### src/afc_pkg.sv
// Shared constants, types and helpers for the frame and power mode control
package afc_pkg;

  // ****************************************************************
  // Clock and timing
  // ****************************************************************
  localparam int CLK_MHZ         = 200;
  localparam int POWERUP_NS      = 1000;
  localparam int QUIET_NS        = 50;
  // Least times round up to whole clock cycles
  localparam int POWERUP_CYC_INT = (POWERUP_NS * CLK_MHZ + 999) / 1000;
  localparam int QUIET_CYC_INT   = (QUIET_NS * CLK_MHZ + 999) / 1000;
  localparam logic [7:0] POWERUP_CYC = 8'(POWERUP_CYC_INT);
  localparam logic [3:0] QUIET_CYC   = 4'(QUIET_CYC_INT);

  // ****************************************************************
  // Frame counts and word layout
  // ****************************************************************
  localparam int         RESULT_BITS_DEFAULT = 12;
  localparam int         WORD_BITS           = 16;
  localparam int         LEAD_ZEROS          = 4;
  localparam int         FIFO_DEPTH_DEFAULT  = 16;
  localparam logic [4:0] PD_MIN_FALLS        = 5'h02;
  localparam logic [4:0] NORMAL_MIN_FALLS    = 5'h0A;
  localparam logic [4:0] WORD_FALLS          = 5'h10;
  localparam logic [4:0] CONV_FALLS_12       = 5'h10;
  localparam logic [4:0] CONV_FALLS_10       = 5'h0E;
  localparam logic [4:0] CONV_FALLS_8        = 5'h0C;
  localparam logic [4:0] TRACK_FALLS_WIDE    = 5'h0D;
  localparam logic [4:0] TRACK_FALLS_8       = 5'h0B;

  // ****************************************************************
  // Reset values
  // ****************************************************************
  localparam logic       START_POWERED_DEFAULT = 1'b1;
  localparam logic [2:0] CS_PIPE_RESET         = 3'h7;
  localparam logic [2:0] CLK_PIPE_RESET        = 3'h0;
  localparam logic       TRACK_RESET           = 1'b1;

  // ****************************************************************
  // Mode states
  // ****************************************************************
  typedef enum logic [4:0] {
    ST_OFF  = 5'h01,
    ST_WAKE = 5'h02,
    ST_RAMP = 5'h04,
    ST_ON   = 5'h08,
    ST_CONV = 5'h10
  } afc_mode_type;

  function automatic logic [4:0] convFalls(input int resBits);
    if (resBits == 8) begin
      return CONV_FALLS_8;
    end else if (resBits == 10) begin
      return CONV_FALLS_10;
    end
    return CONV_FALLS_12;
  endfunction : convFalls

  function automatic logic [4:0] trackFalls(input int resBits);
    return (resBits == 8) ? TRACK_FALLS_8 : TRACK_FALLS_WIDE;
  endfunction : trackFalls

  // Leading zeros, result MSB first, then zero padding
  function automatic logic [15:0] buildWord(input int resBits,
                                            input logic [11:0] res);
    if (resBits == 8) begin
      return {4'h0, res[7:0], 4'h0};
    end else if (resBits == 10) begin
      return {4'h0, res[9:0], 2'h0};
    end
    return {4'h0, res};
  endfunction : buildWord

endpackage : afc_pkg

### src/afc_stream_if.sv
// Valid/ready word stream between the block's own modules
`timescale 1ns/10ps
`default_nettype none
interface afc_stream_if #(parameter int WIDTH = 12);
  logic             valid;
  logic             ready;
  logic [WIDTH-1:0] data;
  modport src (output valid, output data, input ready);
  modport snk (input valid, input data, output ready);
endinterface : afc_stream_if
`default_nettype wire

### src/afc_fifo.sv
// Parameterised result FIFO with valid/ready on both sides
`timescale 1ns/10ps
`default_nettype none
module afc_fifo #(
  parameter int WIDTH = 12,
  parameter int DEPTH = 16
) (
  input  wire logic   ref_clk,  // System clock
  input  wire logic   reset,    // Synchronous, active high
  afc_stream_if.snk   inPort,   // Filling side
  afc_stream_if.src   outPort   // Draining side
);

  localparam int AW = $clog2(DEPTH);

  typedef struct packed {
    logic [AW:0] wrPtr;
    logic [AW:0] rdPtr;
  } afc_fifo_state_type;

  afc_fifo_state_type fifo_q;
  afc_fifo_state_type fifo_d;
  logic [WIDTH-1:0]   mem [DEPTH];
  logic               full;
  logic               empty;
  logic               push;
  logic               pop;

  assign empty = fifo_q.wrPtr == fifo_q.rdPtr;
  assign full  = (fifo_q.wrPtr[AW] != fifo_q.rdPtr[AW]) &&
                 (fifo_q.wrPtr[AW-1:0] == fifo_q.rdPtr[AW-1:0]);
  assign push  = inPort.valid && !full;
  assign pop   = outPort.ready && !empty;

  assign inPort.ready  = !full;
  assign outPort.valid = !empty;
  assign outPort.data  = mem[fifo_q.rdPtr[AW-1:0]];

  always_comb begin
    fifo_d = fifo_q;
    if (push) begin
      fifo_d.wrPtr = fifo_q.wrPtr + 1'b1;
    end
    if (pop) begin
      fifo_d.rdPtr = fifo_q.rdPtr + 1'b1;
    end
  end

  always_ff @(posedge ref_clk) begin
    if (reset) begin
      fifo_q <= '0;
    end else begin
      fifo_q <= fifo_d;
    end
    if (push) begin
      mem[fifo_q.wrPtr[AW-1:0]] <= inPort.data;
    end
  end

endmodule : afc_fifo
`default_nettype wire

### src/afc_frame_ctl.sv
// Conversion frame, serial readout and power mode control of the converter
`timescale 1ns/10ps
`default_nettype none
module afc_frame_ctl #(
  parameter int   RESULT_BITS   = afc_pkg::RESULT_BITS_DEFAULT,
  parameter int   FIFO_DEPTH    = afc_pkg::FIFO_DEPTH_DEFAULT,
  parameter logic START_POWERED = afc_pkg::START_POWERED_DEFAULT
) (
  input  wire logic        ref_clk,          // System clock, 200 MHz
  input  wire logic        reset,            // Synchronous, active high
  input  wire logic        frameSelN,        // Frame select pin, active low
  input  wire logic        serialClk,        // Serial clock pin
  input  wire logic [11:0] sampleData,       // Converted analog_input code
  input  wire logic        sampleValid,      // Code offered
  output logic             sampleReady,      // FIFO can take a code
  output logic             serialResultOut,  // Serial result data
  output logic             serialResultOe,   // High while output driven
  output logic             analogPowerOn,    // Analog circuitry powered
  output logic             fullyPowered,     // Wake-up finished
  output logic             trackActive,      // High in track, low in hold
  output logic             conversionDone,   // Pulse: conversion interval over
  output logic             resultFresh,      // Frame carries a FIFO code
  output logic             quietViolation    // Pulse: frame began too early
);

  // ****************************************************************
  // State
  // ****************************************************************
  typedef struct packed {
    afc_pkg::afc_mode_type mode;
    logic [2:0]            csPipe;
    logic [2:0]            clkPipe;
    logic [4:0]            fallCnt;
    logic [15:0]           shiftReg;
    logic                  outEn;
    logic                  track;
    logic [7:0]            puTimer;
    logic [3:0]            quietCnt;
    logic                  fresh;
    logic                  donePulse;
    logic                  quietErr;
  } afc_state_type;

  localparam logic [4:0] CONV_END  = afc_pkg::convFalls(RESULT_BITS);
  localparam logic [4:0] TRACK_AT  = afc_pkg::trackFalls(RESULT_BITS);

  afc_state_type st_q;
  afc_state_type st_d;
  logic          csLow;
  logic          csFall;
  logic          csRise;
  logic          sclkFall;
  logic          sclkRise;
  logic          sclkEdge;
  logic          poweredNow;
  logic          takeWord;

  afc_stream_if #(.WIDTH(12)) inIf ();
  afc_stream_if #(.WIDTH(12)) outIf ();

  // ****************************************************************
  // Result buffer
  // ****************************************************************
  assign inIf.valid  = sampleValid;
  assign inIf.data   = sampleData;
  assign sampleReady = inIf.ready;
  assign outIf.ready = takeWord;

  afc_fifo #(
    .WIDTH (12),
    .DEPTH (FIFO_DEPTH)
  ) u_fifo (
    .ref_clk (ref_clk),
    .reset   (reset),
    .inPort  (inIf),
    .outPort (outIf)
  );

  // ****************************************************************
  // Pin edges, taken from the settled stages only
  // ****************************************************************
  assign csLow    = !st_q.csPipe[1];
  assign csFall   = st_q.csPipe[2] && !st_q.csPipe[1];
  assign csRise   = !st_q.csPipe[2] && st_q.csPipe[1];
  assign sclkFall = st_q.clkPipe[2] && !st_q.clkPipe[1];
  assign sclkRise = !st_q.clkPipe[2] && st_q.clkPipe[1];
  assign sclkEdge = st_q.clkPipe[2] ^ st_q.clkPipe[1];
  // wake done by count or time
  assign poweredNow = (st_q.fallCnt == afc_pkg::WORD_FALLS) ||
                      (st_q.puTimer >= afc_pkg::POWERUP_CYC);
  // Codes are consumed by every frame started in ST_ON, power-down and aborted frames too, never by a dummy frame
  assign takeWord = csFall && (st_q.mode == afc_pkg::ST_ON) &&
                    outIf.valid;

  // ****************************************************************
  // Next state
  // ****************************************************************
  always_comb begin
    st_d           = st_q;
    st_d.donePulse = 1'b0;
    st_d.quietErr  = 1'b0;
    st_d.csPipe    = {st_q.csPipe[1:0], frameSelN};
    st_d.clkPipe   = {st_q.clkPipe[1:0], serialClk};
    if (!st_q.outEn && st_q.quietCnt != afc_pkg::QUIET_CYC) begin
      st_d.quietCnt = st_q.quietCnt + 4'h1;
    end
    if (csLow && sclkFall && st_q.fallCnt != afc_pkg::WORD_FALLS) begin
      st_d.fallCnt = st_q.fallCnt + 5'h01;
    end
    if (st_q.outEn && sclkFall) begin
      st_d.shiftReg = {st_q.shiftReg[14:0], 1'b0};
      if (st_q.fallCnt == afc_pkg::WORD_FALLS - 5'h01) begin
        st_d.outEn    = 1'b0;
        st_d.quietCnt = 4'h0;
      end
    end

    case (st_q.mode)
      afc_pkg::ST_OFF: begin
        st_d.outEn = 1'b0;
        st_d.track = 1'b0;
        if (csFall) begin
          st_d.mode     = afc_pkg::ST_WAKE;
          st_d.fallCnt  = 5'h00;
          st_d.puTimer  = 8'h00;
          st_d.shiftReg = 16'h0000;
          st_d.outEn    = 1'b1;
          st_d.fresh    = 1'b0;
        end
      end
      afc_pkg::ST_WAKE, afc_pkg::ST_RAMP: begin
        if (st_q.puTimer != afc_pkg::POWERUP_CYC) begin
          st_d.puTimer = st_q.puTimer + 8'h01;
        end
        if (st_q.mode == afc_pkg::ST_WAKE && sclkEdge) begin
          st_d.track = 1'b1;
        end
        if (st_q.mode == afc_pkg::ST_RAMP) begin
          if (poweredNow) begin
            st_d.mode = afc_pkg::ST_ON;
          end
          // A frame during the ramp is treated as another dummy frame
          if (csFall) begin
            st_d.mode     = afc_pkg::ST_WAKE;
            st_d.fallCnt  = 5'h00;
            st_d.shiftReg = 16'h0000;
            st_d.outEn    = 1'b1;
          end
        end else if (csRise) begin
          st_d.outEn = 1'b0;
          if (st_q.outEn) begin
            st_d.quietCnt = 4'h0;
          end
          if (st_q.fallCnt < afc_pkg::NORMAL_MIN_FALLS) begin
            st_d.mode  = afc_pkg::ST_OFF;
            st_d.track = 1'b0;
          end else if (poweredNow) begin
            st_d.mode = afc_pkg::ST_ON;
          end else begin
            st_d.mode = afc_pkg::ST_RAMP;
          end
        end
      end
      afc_pkg::ST_ON: begin
        if (csFall) begin
          st_d.mode     = afc_pkg::ST_CONV;
          st_d.fallCnt  = 5'h00;
          st_d.outEn    = 1'b1;
          st_d.track    = 1'b0;
          st_d.fresh    = outIf.valid;
          st_d.shiftReg = outIf.valid ?
                          afc_pkg::buildWord(RESULT_BITS, outIf.data) :
                          16'h0000;
          st_d.quietErr = st_q.quietCnt != afc_pkg::QUIET_CYC;
        end
      end
      afc_pkg::ST_CONV: begin
        if (sclkFall && st_q.fallCnt == CONV_END - 5'h01) begin
          st_d.donePulse = 1'b1;
        end
        if (sclkRise && st_q.fallCnt >= TRACK_AT) begin
          st_d.track = 1'b1;
        end
        if (csRise) begin
          st_d.outEn = 1'b0;
          if (st_q.outEn) begin
            st_d.quietCnt = 4'h0;
          end
          if (st_q.fallCnt < afc_pkg::PD_MIN_FALLS) begin
            st_d.mode  = afc_pkg::ST_ON;
            st_d.track = 1'b1;
          end else if (st_q.fallCnt < afc_pkg::NORMAL_MIN_FALLS) begin
            st_d.mode  = afc_pkg::ST_OFF;
            st_d.track = 1'b0;
          end else begin
            st_d.mode  = afc_pkg::ST_ON;
            st_d.track = 1'b1;
          end
        end
      end
      default: begin
        st_d.mode  = afc_pkg::ST_OFF;
        st_d.outEn = 1'b0;
      end
    endcase
  end

  // ****************************************************************
  // State register
  // ****************************************************************
  always_ff @(posedge ref_clk) begin
    if (reset) begin
      st_q         <= '0;
      st_q.mode    <= START_POWERED ? afc_pkg::ST_ON : afc_pkg::ST_OFF;
      st_q.csPipe  <= afc_pkg::CS_PIPE_RESET;
      st_q.clkPipe <= afc_pkg::CLK_PIPE_RESET;
      st_q.track   <= afc_pkg::TRACK_RESET;
      st_q.quietCnt <= afc_pkg::QUIET_CYC;
    end else begin
      st_q <= st_d;
    end
  end

  assign serialResultOut = st_q.shiftReg[15];
  assign serialResultOe  = st_q.outEn;
  assign analogPowerOn   = st_q.mode != afc_pkg::ST_OFF;
  assign fullyPowered    = (st_q.mode == afc_pkg::ST_ON) ||
                           (st_q.mode == afc_pkg::ST_CONV);
  assign trackActive     = st_q.track;
  assign conversionDone  = st_q.donePulse;
  assign resultFresh     = st_q.fresh;
  assign quietViolation  = st_q.quietErr;

  // ****************************************************************
  // Assertions
  // ****************************************************************
  localparam int PU_BOUND = 201;
endmodule : afc_frame_ctl
`default_nettype wire

### config.mk
export PLATFORM = sky130hd
export DESIGN_NAME = afc_frame_ctl
export DESIGN_NICKNAME = d
export VERILOG_FILES = /design/src/afc_pkg.sv /design/src/afc_stream_if.sv /design/src/afc_fifo.sv /design/src/afc_frame_ctl.sv
export SDC_FILE = /design/constraint.sdc
export NUM_CORES = 1
export LEC_CHECK = 0
export ABC_AREA = 1
export BUFFER_PORTS_ARGS = -buffer_cell sky130_fd_sc_hd__buf_2
export CORE_MARGIN = 2
export CORE_UTILIZATION = 51
export DETAILED_ROUTE_END_ITERATION = 10
export MAX_ROUTING_LAYER = met4
export PLACE_DENSITY = 0.67
export SLEW_MARGIN = 20
export SYNTH_ARGS = -nofsm -noshare
export SYNTH_HDL_FRONTEND = slang
export SYNTH_SLANG_ARGS = --single-unit
export TNS_END_PERCENT = 50
### constraint.sdc
create_clock -name ref_clk -period 2.84 [get_ports ref_clk]
set_clock_uncertainty 0.05 [all_clocks]
set_input_delay 0.568 -clock ref_clk [delete_from_list [all_inputs] [get_ports ref_clk]]
set_output_delay 0.568 -clock ref_clk [all_outputs]
set_load 0.02 [all_outputs]
# [Word-level counts from Yosys, hierarchy flattened]
# Memories as Yosys holds them, arrays and structs flattened. A register that Yosys moved wholly into a read port is not among the register bits.
# Index checks and enable logic that the tools add are counted.
[classes] addsub=5 magnitude_cmp=4 n_eq_ne=21 mux=50 bitwise=4 reduce_logical=35
[ops] op="21-bit case mux with 3 select lines" count=1
[ops] op="5-bit two-way mux" count=10
[ops] op="22-bit two-way mux" count=2
[ops] op="4-bit two-way mux" count=10
[ops] op="23-bit two-way mux" count=1
[ops] op="21-bit two-way mux" count=1
[ops] op="5-bit case mux with 4 select lines" count=1
[ops] op="17-bit two-way mux" count=1
[ops] op="1-bit logical AND" count=16
[ops] op="8-bit two-way mux" count=2
[ops] op="8-bit case mux with 2 select lines" count=1
[ops] op="5-bit by 1-bit adder with 5-bit output, second input constant" count=3
[ops] op="1-bit two-way mux" count=13
[ops] op="12-bit two-way mux" count=1
[ops] op="5-bit by 4-bit == test with 1-bit output, second input constant" count=2
[ops] op="5-bit == test, second input constant" count=2
[ops] op="3-bit AND reduction" count=3
[ops] op="8-bit by 1-bit adder with 8-bit output, second input constant" count=1
[ops] op="8-bit greater-or-equal comparator, second input constant" count=1
[ops] op="2-bit != test, second input constant" count=4
[ops] op="4-bit != test, second input constant" count=2
[ops] op="8-bit != test, second input constant" count=1
[ops] op="1-bit case mux with 4 select lines" count=2
[ops] op="4-bit case mux with 2 select lines" count=1
[ops] op="other kinds (24)" count=37
[totals] register_bits=59 mem_bits_rw=192 wordCells=134 memories=1
[mem_list] memory="u_fifo.mem" depth=16 width=12 rd=1 rd_clocked_by_memory_dff=1 write_ports=1 line="afc_fifo.sv:23" source="logic [WIDTH-1:0] mem [DEPTH];"

# [Depth between registers and ports, before layout]
[depth] ltp_word=9 ltp_mapped=11 mapped_depth_nobuf=11

# [Hierarchy]
# A second synthesis with hierarchy kept.
[unflattened] cells_unflattened=1098 hier_area_um2=11437.2
[modules_own_cells] mod="afc_fifo" instances=1 cells_per_inst=739 area_each_um2=8625.8 seq_area_each_um2=6045.8
[modules_own_cells] mod="afc_frame_ctl" instances=1 cells_per_inst=359 area_each_um2=2811.4 seq_area_each_um2=980.9

# [Worst setup path before layout]
# Ideal clock, no wire load.
[synth_timing] path_kind="register -> register" startpoint="register u_fifo.fifo_q[7] (netlist name)" endpoint="memory u_fifo.mem[11][0], enable pin" setup_ps=380 arrival_ps=1658 path_slack_ps=752 stages_incl_launch_ff=9 period_less_slack_ps=2088 cell_sequence="dfxtp_1 buf_6 xor2_1 nor2_2 nand3b_2 nand2_4 inv_4 nand2_1 nor2_1"
[synth_between] elab_chain_cells=6
[synth_lines] item="start: declaration" line="afc_fifo.sv:21" source="afc_fifo_state_type fifo_q;"
[synth_lines] item="start signal: assignment" line="afc_fifo.sv:53" source="fifo_q <= fifo_d;"
[synth_lines] item="4-bit == test" line="afc_fifo.sv:31" source="(fifo_q.wrPtr[AW-1:0] == fifo_q.rdPtr[AW-1:0]);"
[synth_lines] item="1-bit logical AND" line="afc_fifo.sv:30" source="assign full = (fifo_q.wrPtr[AW] != fifo_q.rdPtr[AW]) &&"
[synth_lines] item="1-bit logical NOT"
[synth_lines] item="named net sampleReady" line="afc_frame_ctl.sv:15" source="output logic sampleReady,"
[synth_lines] item="1-bit logical AND" line="afc_fifo.sv:32" source="assign push = inPort.valid && !full;"
[synth_lines] item="1-bit two-way mux" line="afc_fifo.sv:55" source="if (push) begin"
[synth_lines] item="1-bit two-way mux (implied by the code)" line="afc_fifo.sv:56" source="mem[fifo_q.wrPtr[AW-1:0]] <= inPort.data;"
[synth_lines] item="end: declaration" line="afc_fifo.sv:23"
# The timed path passes the listed nets, and every way through them passes these cells.

# [Final worst setup path]
[layout_timing] startpoint="register u_fifo.fifo_q[6] (netlist name)" endpoint="output sampleReady"
[layout_between] elab_chain_cells=3
[layout_lines] item="4-bit == test" line="afc_fifo.sv:31"
[layout_lines] item="1-bit logical AND" line="afc_fifo.sv:30"
[layout_lines] item="1-bit logical NOT" line="afc_fifo.sv:35" source="assign inPort.ready = !full;"
[layout_lines] item="end: declaration" line="afc_frame_ctl.sv:15"
# Every way passes these cells.

==> impl_results.md <==
- Crit path required time: 2220 ps
- Drt pass-1 iters: 5
- CTS Sinks: 255
- Main synth FF type: edfxtp_1
- CTS tree: built
- Most frequent cell after synthesis: edfxtp_1
- Synth unique cells: 40
- Slew margin rel.: 39.1%
- Total GRT Usage: 21.2%
- Worst Path Arrival: 1700 ps
- TNS Setup: 0 ps
- Proportion of layout cells with a drive suffix above 1: 12.9%
- Post-CTS Setup Inserts: 0
- First-pass GRT wire length: 38.6 mm
- Synth Register Bits: 255
- Final cell count without fillers: 1444
- Cells after Synth: 1112
- Minimum clock period: 2320 ps
- Lkg Pwr: 4.92 nW
- Worst hold path endpoint: st_d[42]$_SDFF_PP1_
- DR WL/cell: 16.7 um
- Reg2Reg Depth: 8
- Hold path cells: 2
- # diodes: 0
- CTS max path bufs: 3
- Achievable frequency: 431 MHz
- Gr busiest metal: met2
- M3 GR Usage: 2.72%
- Reg2reg start: u_fifo.fifo_q[7]$_SDFFE_PP0P_
- Setup Viol. Count Final: 0
- Count of max-cap constraint violations: 0
- Worst-Margin Slew: 913 ps
- Critical Path End Type: output pin
- Cells along the critical path: xor2_1, nor2_1, nand3b_2, buf_2
- Total power: 8.63 mW
- Slowest-stage cell, CP: dfxtp_1
- Area Growth Syn to Fin: 11.4%
- Drt via density: 5.35
- Vias in the first global route: 7270
- Avg Synthesized Cell Area: 10.2 um2
- Die W: 153 um
- Core Region: 0.0218 mm2
- Top cell type's share of synthesized area: 50.7%
- Crit path kind: register to output pin
- Iteration-0 DRC count of the detailed router: 576
- Yosys top cell by area: edfxtp_1
- Worst hold slack: 174 ps
- Worst Hold Class: primary input to register
- Nets: 1175
- Largest net degree at the start of global routing: 65
- GRT overflow: 0
- Pwr/cell area: 681 mW/mm2
- Met2 GRT Util: 33.1%
- Filler cell count: 1840
- Post-synth top cells: edfxtp_1, nand2_1, inv_1
- CP Max Fanout: 6
- Drc violations: 0
- Outcome: finished, final reports clean
- Clock transition at path regs: 60 ps
- Placed insts: 1394
- Util after Layout: 58.1%
- H-tree depth: 1
- Antenna violations before repair: 0
- RePlAce Congestion: 0.884
- Maximum vdd drop: 0.000479 V
- Clk root buf: clkbuf_16
- Sequential-to-total area share from yosys stat: 61.8%
- DP HPWL: 15.9 mm
- Cts hold-fix bufs: 0
- Initial core utilization: 52.1%
- Final Hold Vio Count: 0
- Reg2reg end: u_fifo.mem[3][7]$_DFFE_PP_
- CTS Buf Count: 27
- Post-Route WL: 24.1 mm
- EDFF count, synth: 192
- Worst skew pair latency: 550 ps
- PortBufs: 25
- Row Count: 54
- I/O pin total: 26
- DRT antenna net count: 0
- Die Ht: 153 um
- Synth area leaders: edfxtp_1, dfxtp_1, nand2_1, inv_1, nand3_1
- Period Utilization, post-route: 81.7%
- Yosys warnings: 0
- R2R Setup Slk: 850 ps
- Die area: 0.0235 mm2
- RSZ-0062 raised after global routing: false
- Via count: 7732
- Slew Viols, Final: 0
- Synthesized area: 0.0114 mm2
- Setup crit start kind: register
- Worst Hold Launch: frameSelN
- Post-synth net total: 1144
- Met1 usage: 29.2%
- Synth async-reset ratio: 0%
- Largest stage delay, worst path: 380 ps
- Post-CTS Resized: 0
## layout make-up
cell class / count / area, um2 / area share (%)
well taps: 280 / 350 / 2.77
repair buffers: 52 / 353 / 2.78
clock buffers: 36 / 727 / 5.74
flip-flops and latches: 255 / 7030 / 55.5
inverters: 151 / 569 / 4.49
clock inverters: 14 / 139 / 1.10
multi-input cells: 656 / 3500 / 27.6
## power by group
group / internal, mW / total (mW) / switching (mW)
Clock: 1.99 / 3.41 / 1.42
Sequential: 4.11 / 4.20 / 0.0969
Combinational: 0.322 / 1.02 / 0.698
Total: 6.42 / 8.63 / 2.21
## sequential cells by signal (all words and copies together) (netlist names), named ones only
register	count
conversionDone	1
st_d	4
resultFresh	1
u_fifo.mem	192
u_fifo.fifo_q	10
trackActive	1
quietViolation	1
st_q	39
serialResultOe	1
serialResultOut	1
## worst max-delay path by stage
stage                             startpoint                     endpoint  slack, ps  cells past startpoint
3_5_place_dp   u_fifo.fifo_q[7]$_SDFFE_PP0P_  u_fifo.mem[3][11]$_DFFE_PP_        860                      8
5_1_grt        u_fifo.fifo_q[6]$_SDFFE_PP0P_                  sampleReady        400                      4
4_1_cts        u_fifo.fifo_q[6]$_SDFFE_PP0P_                  sampleReady        500                      4
2_1_floorplan  u_fifo.fifo_q[7]$_SDFFE_PP0P_  u_fifo.mem[11][0]$_DFFE_PP_        750                      8
6_report       u_fifo.fifo_q[6]$_SDFFE_PP0P_                  sampleReady        520                      4
3_3_place_gp   u_fifo.fifo_q[7]$_SDFFE_PP0P_  u_fifo.mem[11][7]$_DFFE_PP_        960                      8
## stage by stage
| step | worst slack (ps) | cell area, um2 |
|---|---|---|
| 3_3_place_gp | 961 | 11800 |
| 2_1_floorplan | 752 | 11400 |
| 6_report | 519 | 12700 |
| 4_1_cts | 500 | 12700 |
| 5_1_grt | 405 | 12700 |
| 3_5_place_dp | 863 | 11800 |
## kinds of logic (layout without fill, tap and decap cells)
group | count (synthesis) | in the layout | synth area share (%)
xor gates and xnor gates | 17 | 17 | 1.31
buffers and inverters | 201 | 253 | 7.47
and+or+nand+nor | 434 | 434 | 17.8
adders and majority gates | 15 | 15 | 1.65
DFF | 255 | 255 | 61.8
AOI/OAI and AO/OA | 190 | 190 | 10.0
## critical path: cells and delay by family (launching register included)
family | cells | cell delay, ps
xor+xnor | 1 | 190
buf+inv | 1 | 210
flops | 1 | 380
simple gates | 2 | 370
## cell usage in the layout, fill, tap and decap left out, types with 3 or more instances in the layout
cell type / count
nor2_1: 98
nand3b_1: 4
o21ai_0: 57
clkinv_2: 8
nand3_2: 9
inv_1: 142
or2_2: 3
buf_2: 25
nand3_4: 4
ha_1: 15
buf_4: 25
dfxtp_1: 61
o2111ai_1: 11
o21bai_1: 3
xor2_1: 13
clkbuf_16: 27
a211oi_1: 5
nand4_1: 5
o211ai_1: 49
inv_2: 7
nand2_4: 3
a21oi_1: 61
nand3_1: 88
nor3_1: 4
nand2_1: 190
xnor2_1: 4
edfxtp_1: 192
nand2_2: 11
nor2_2: 7
nor2_4: 4
clkbuf_1: 6
## routing by layer
metal / wire (um) / up-vias
met1: 10900 / 3618
met3: 1320 / 58
met5: 0 / -
met2: 11100 / 218
li1: - / 3838
met4: 747 / 0
No activity file was read; power rests on OpenSTA's default activity.
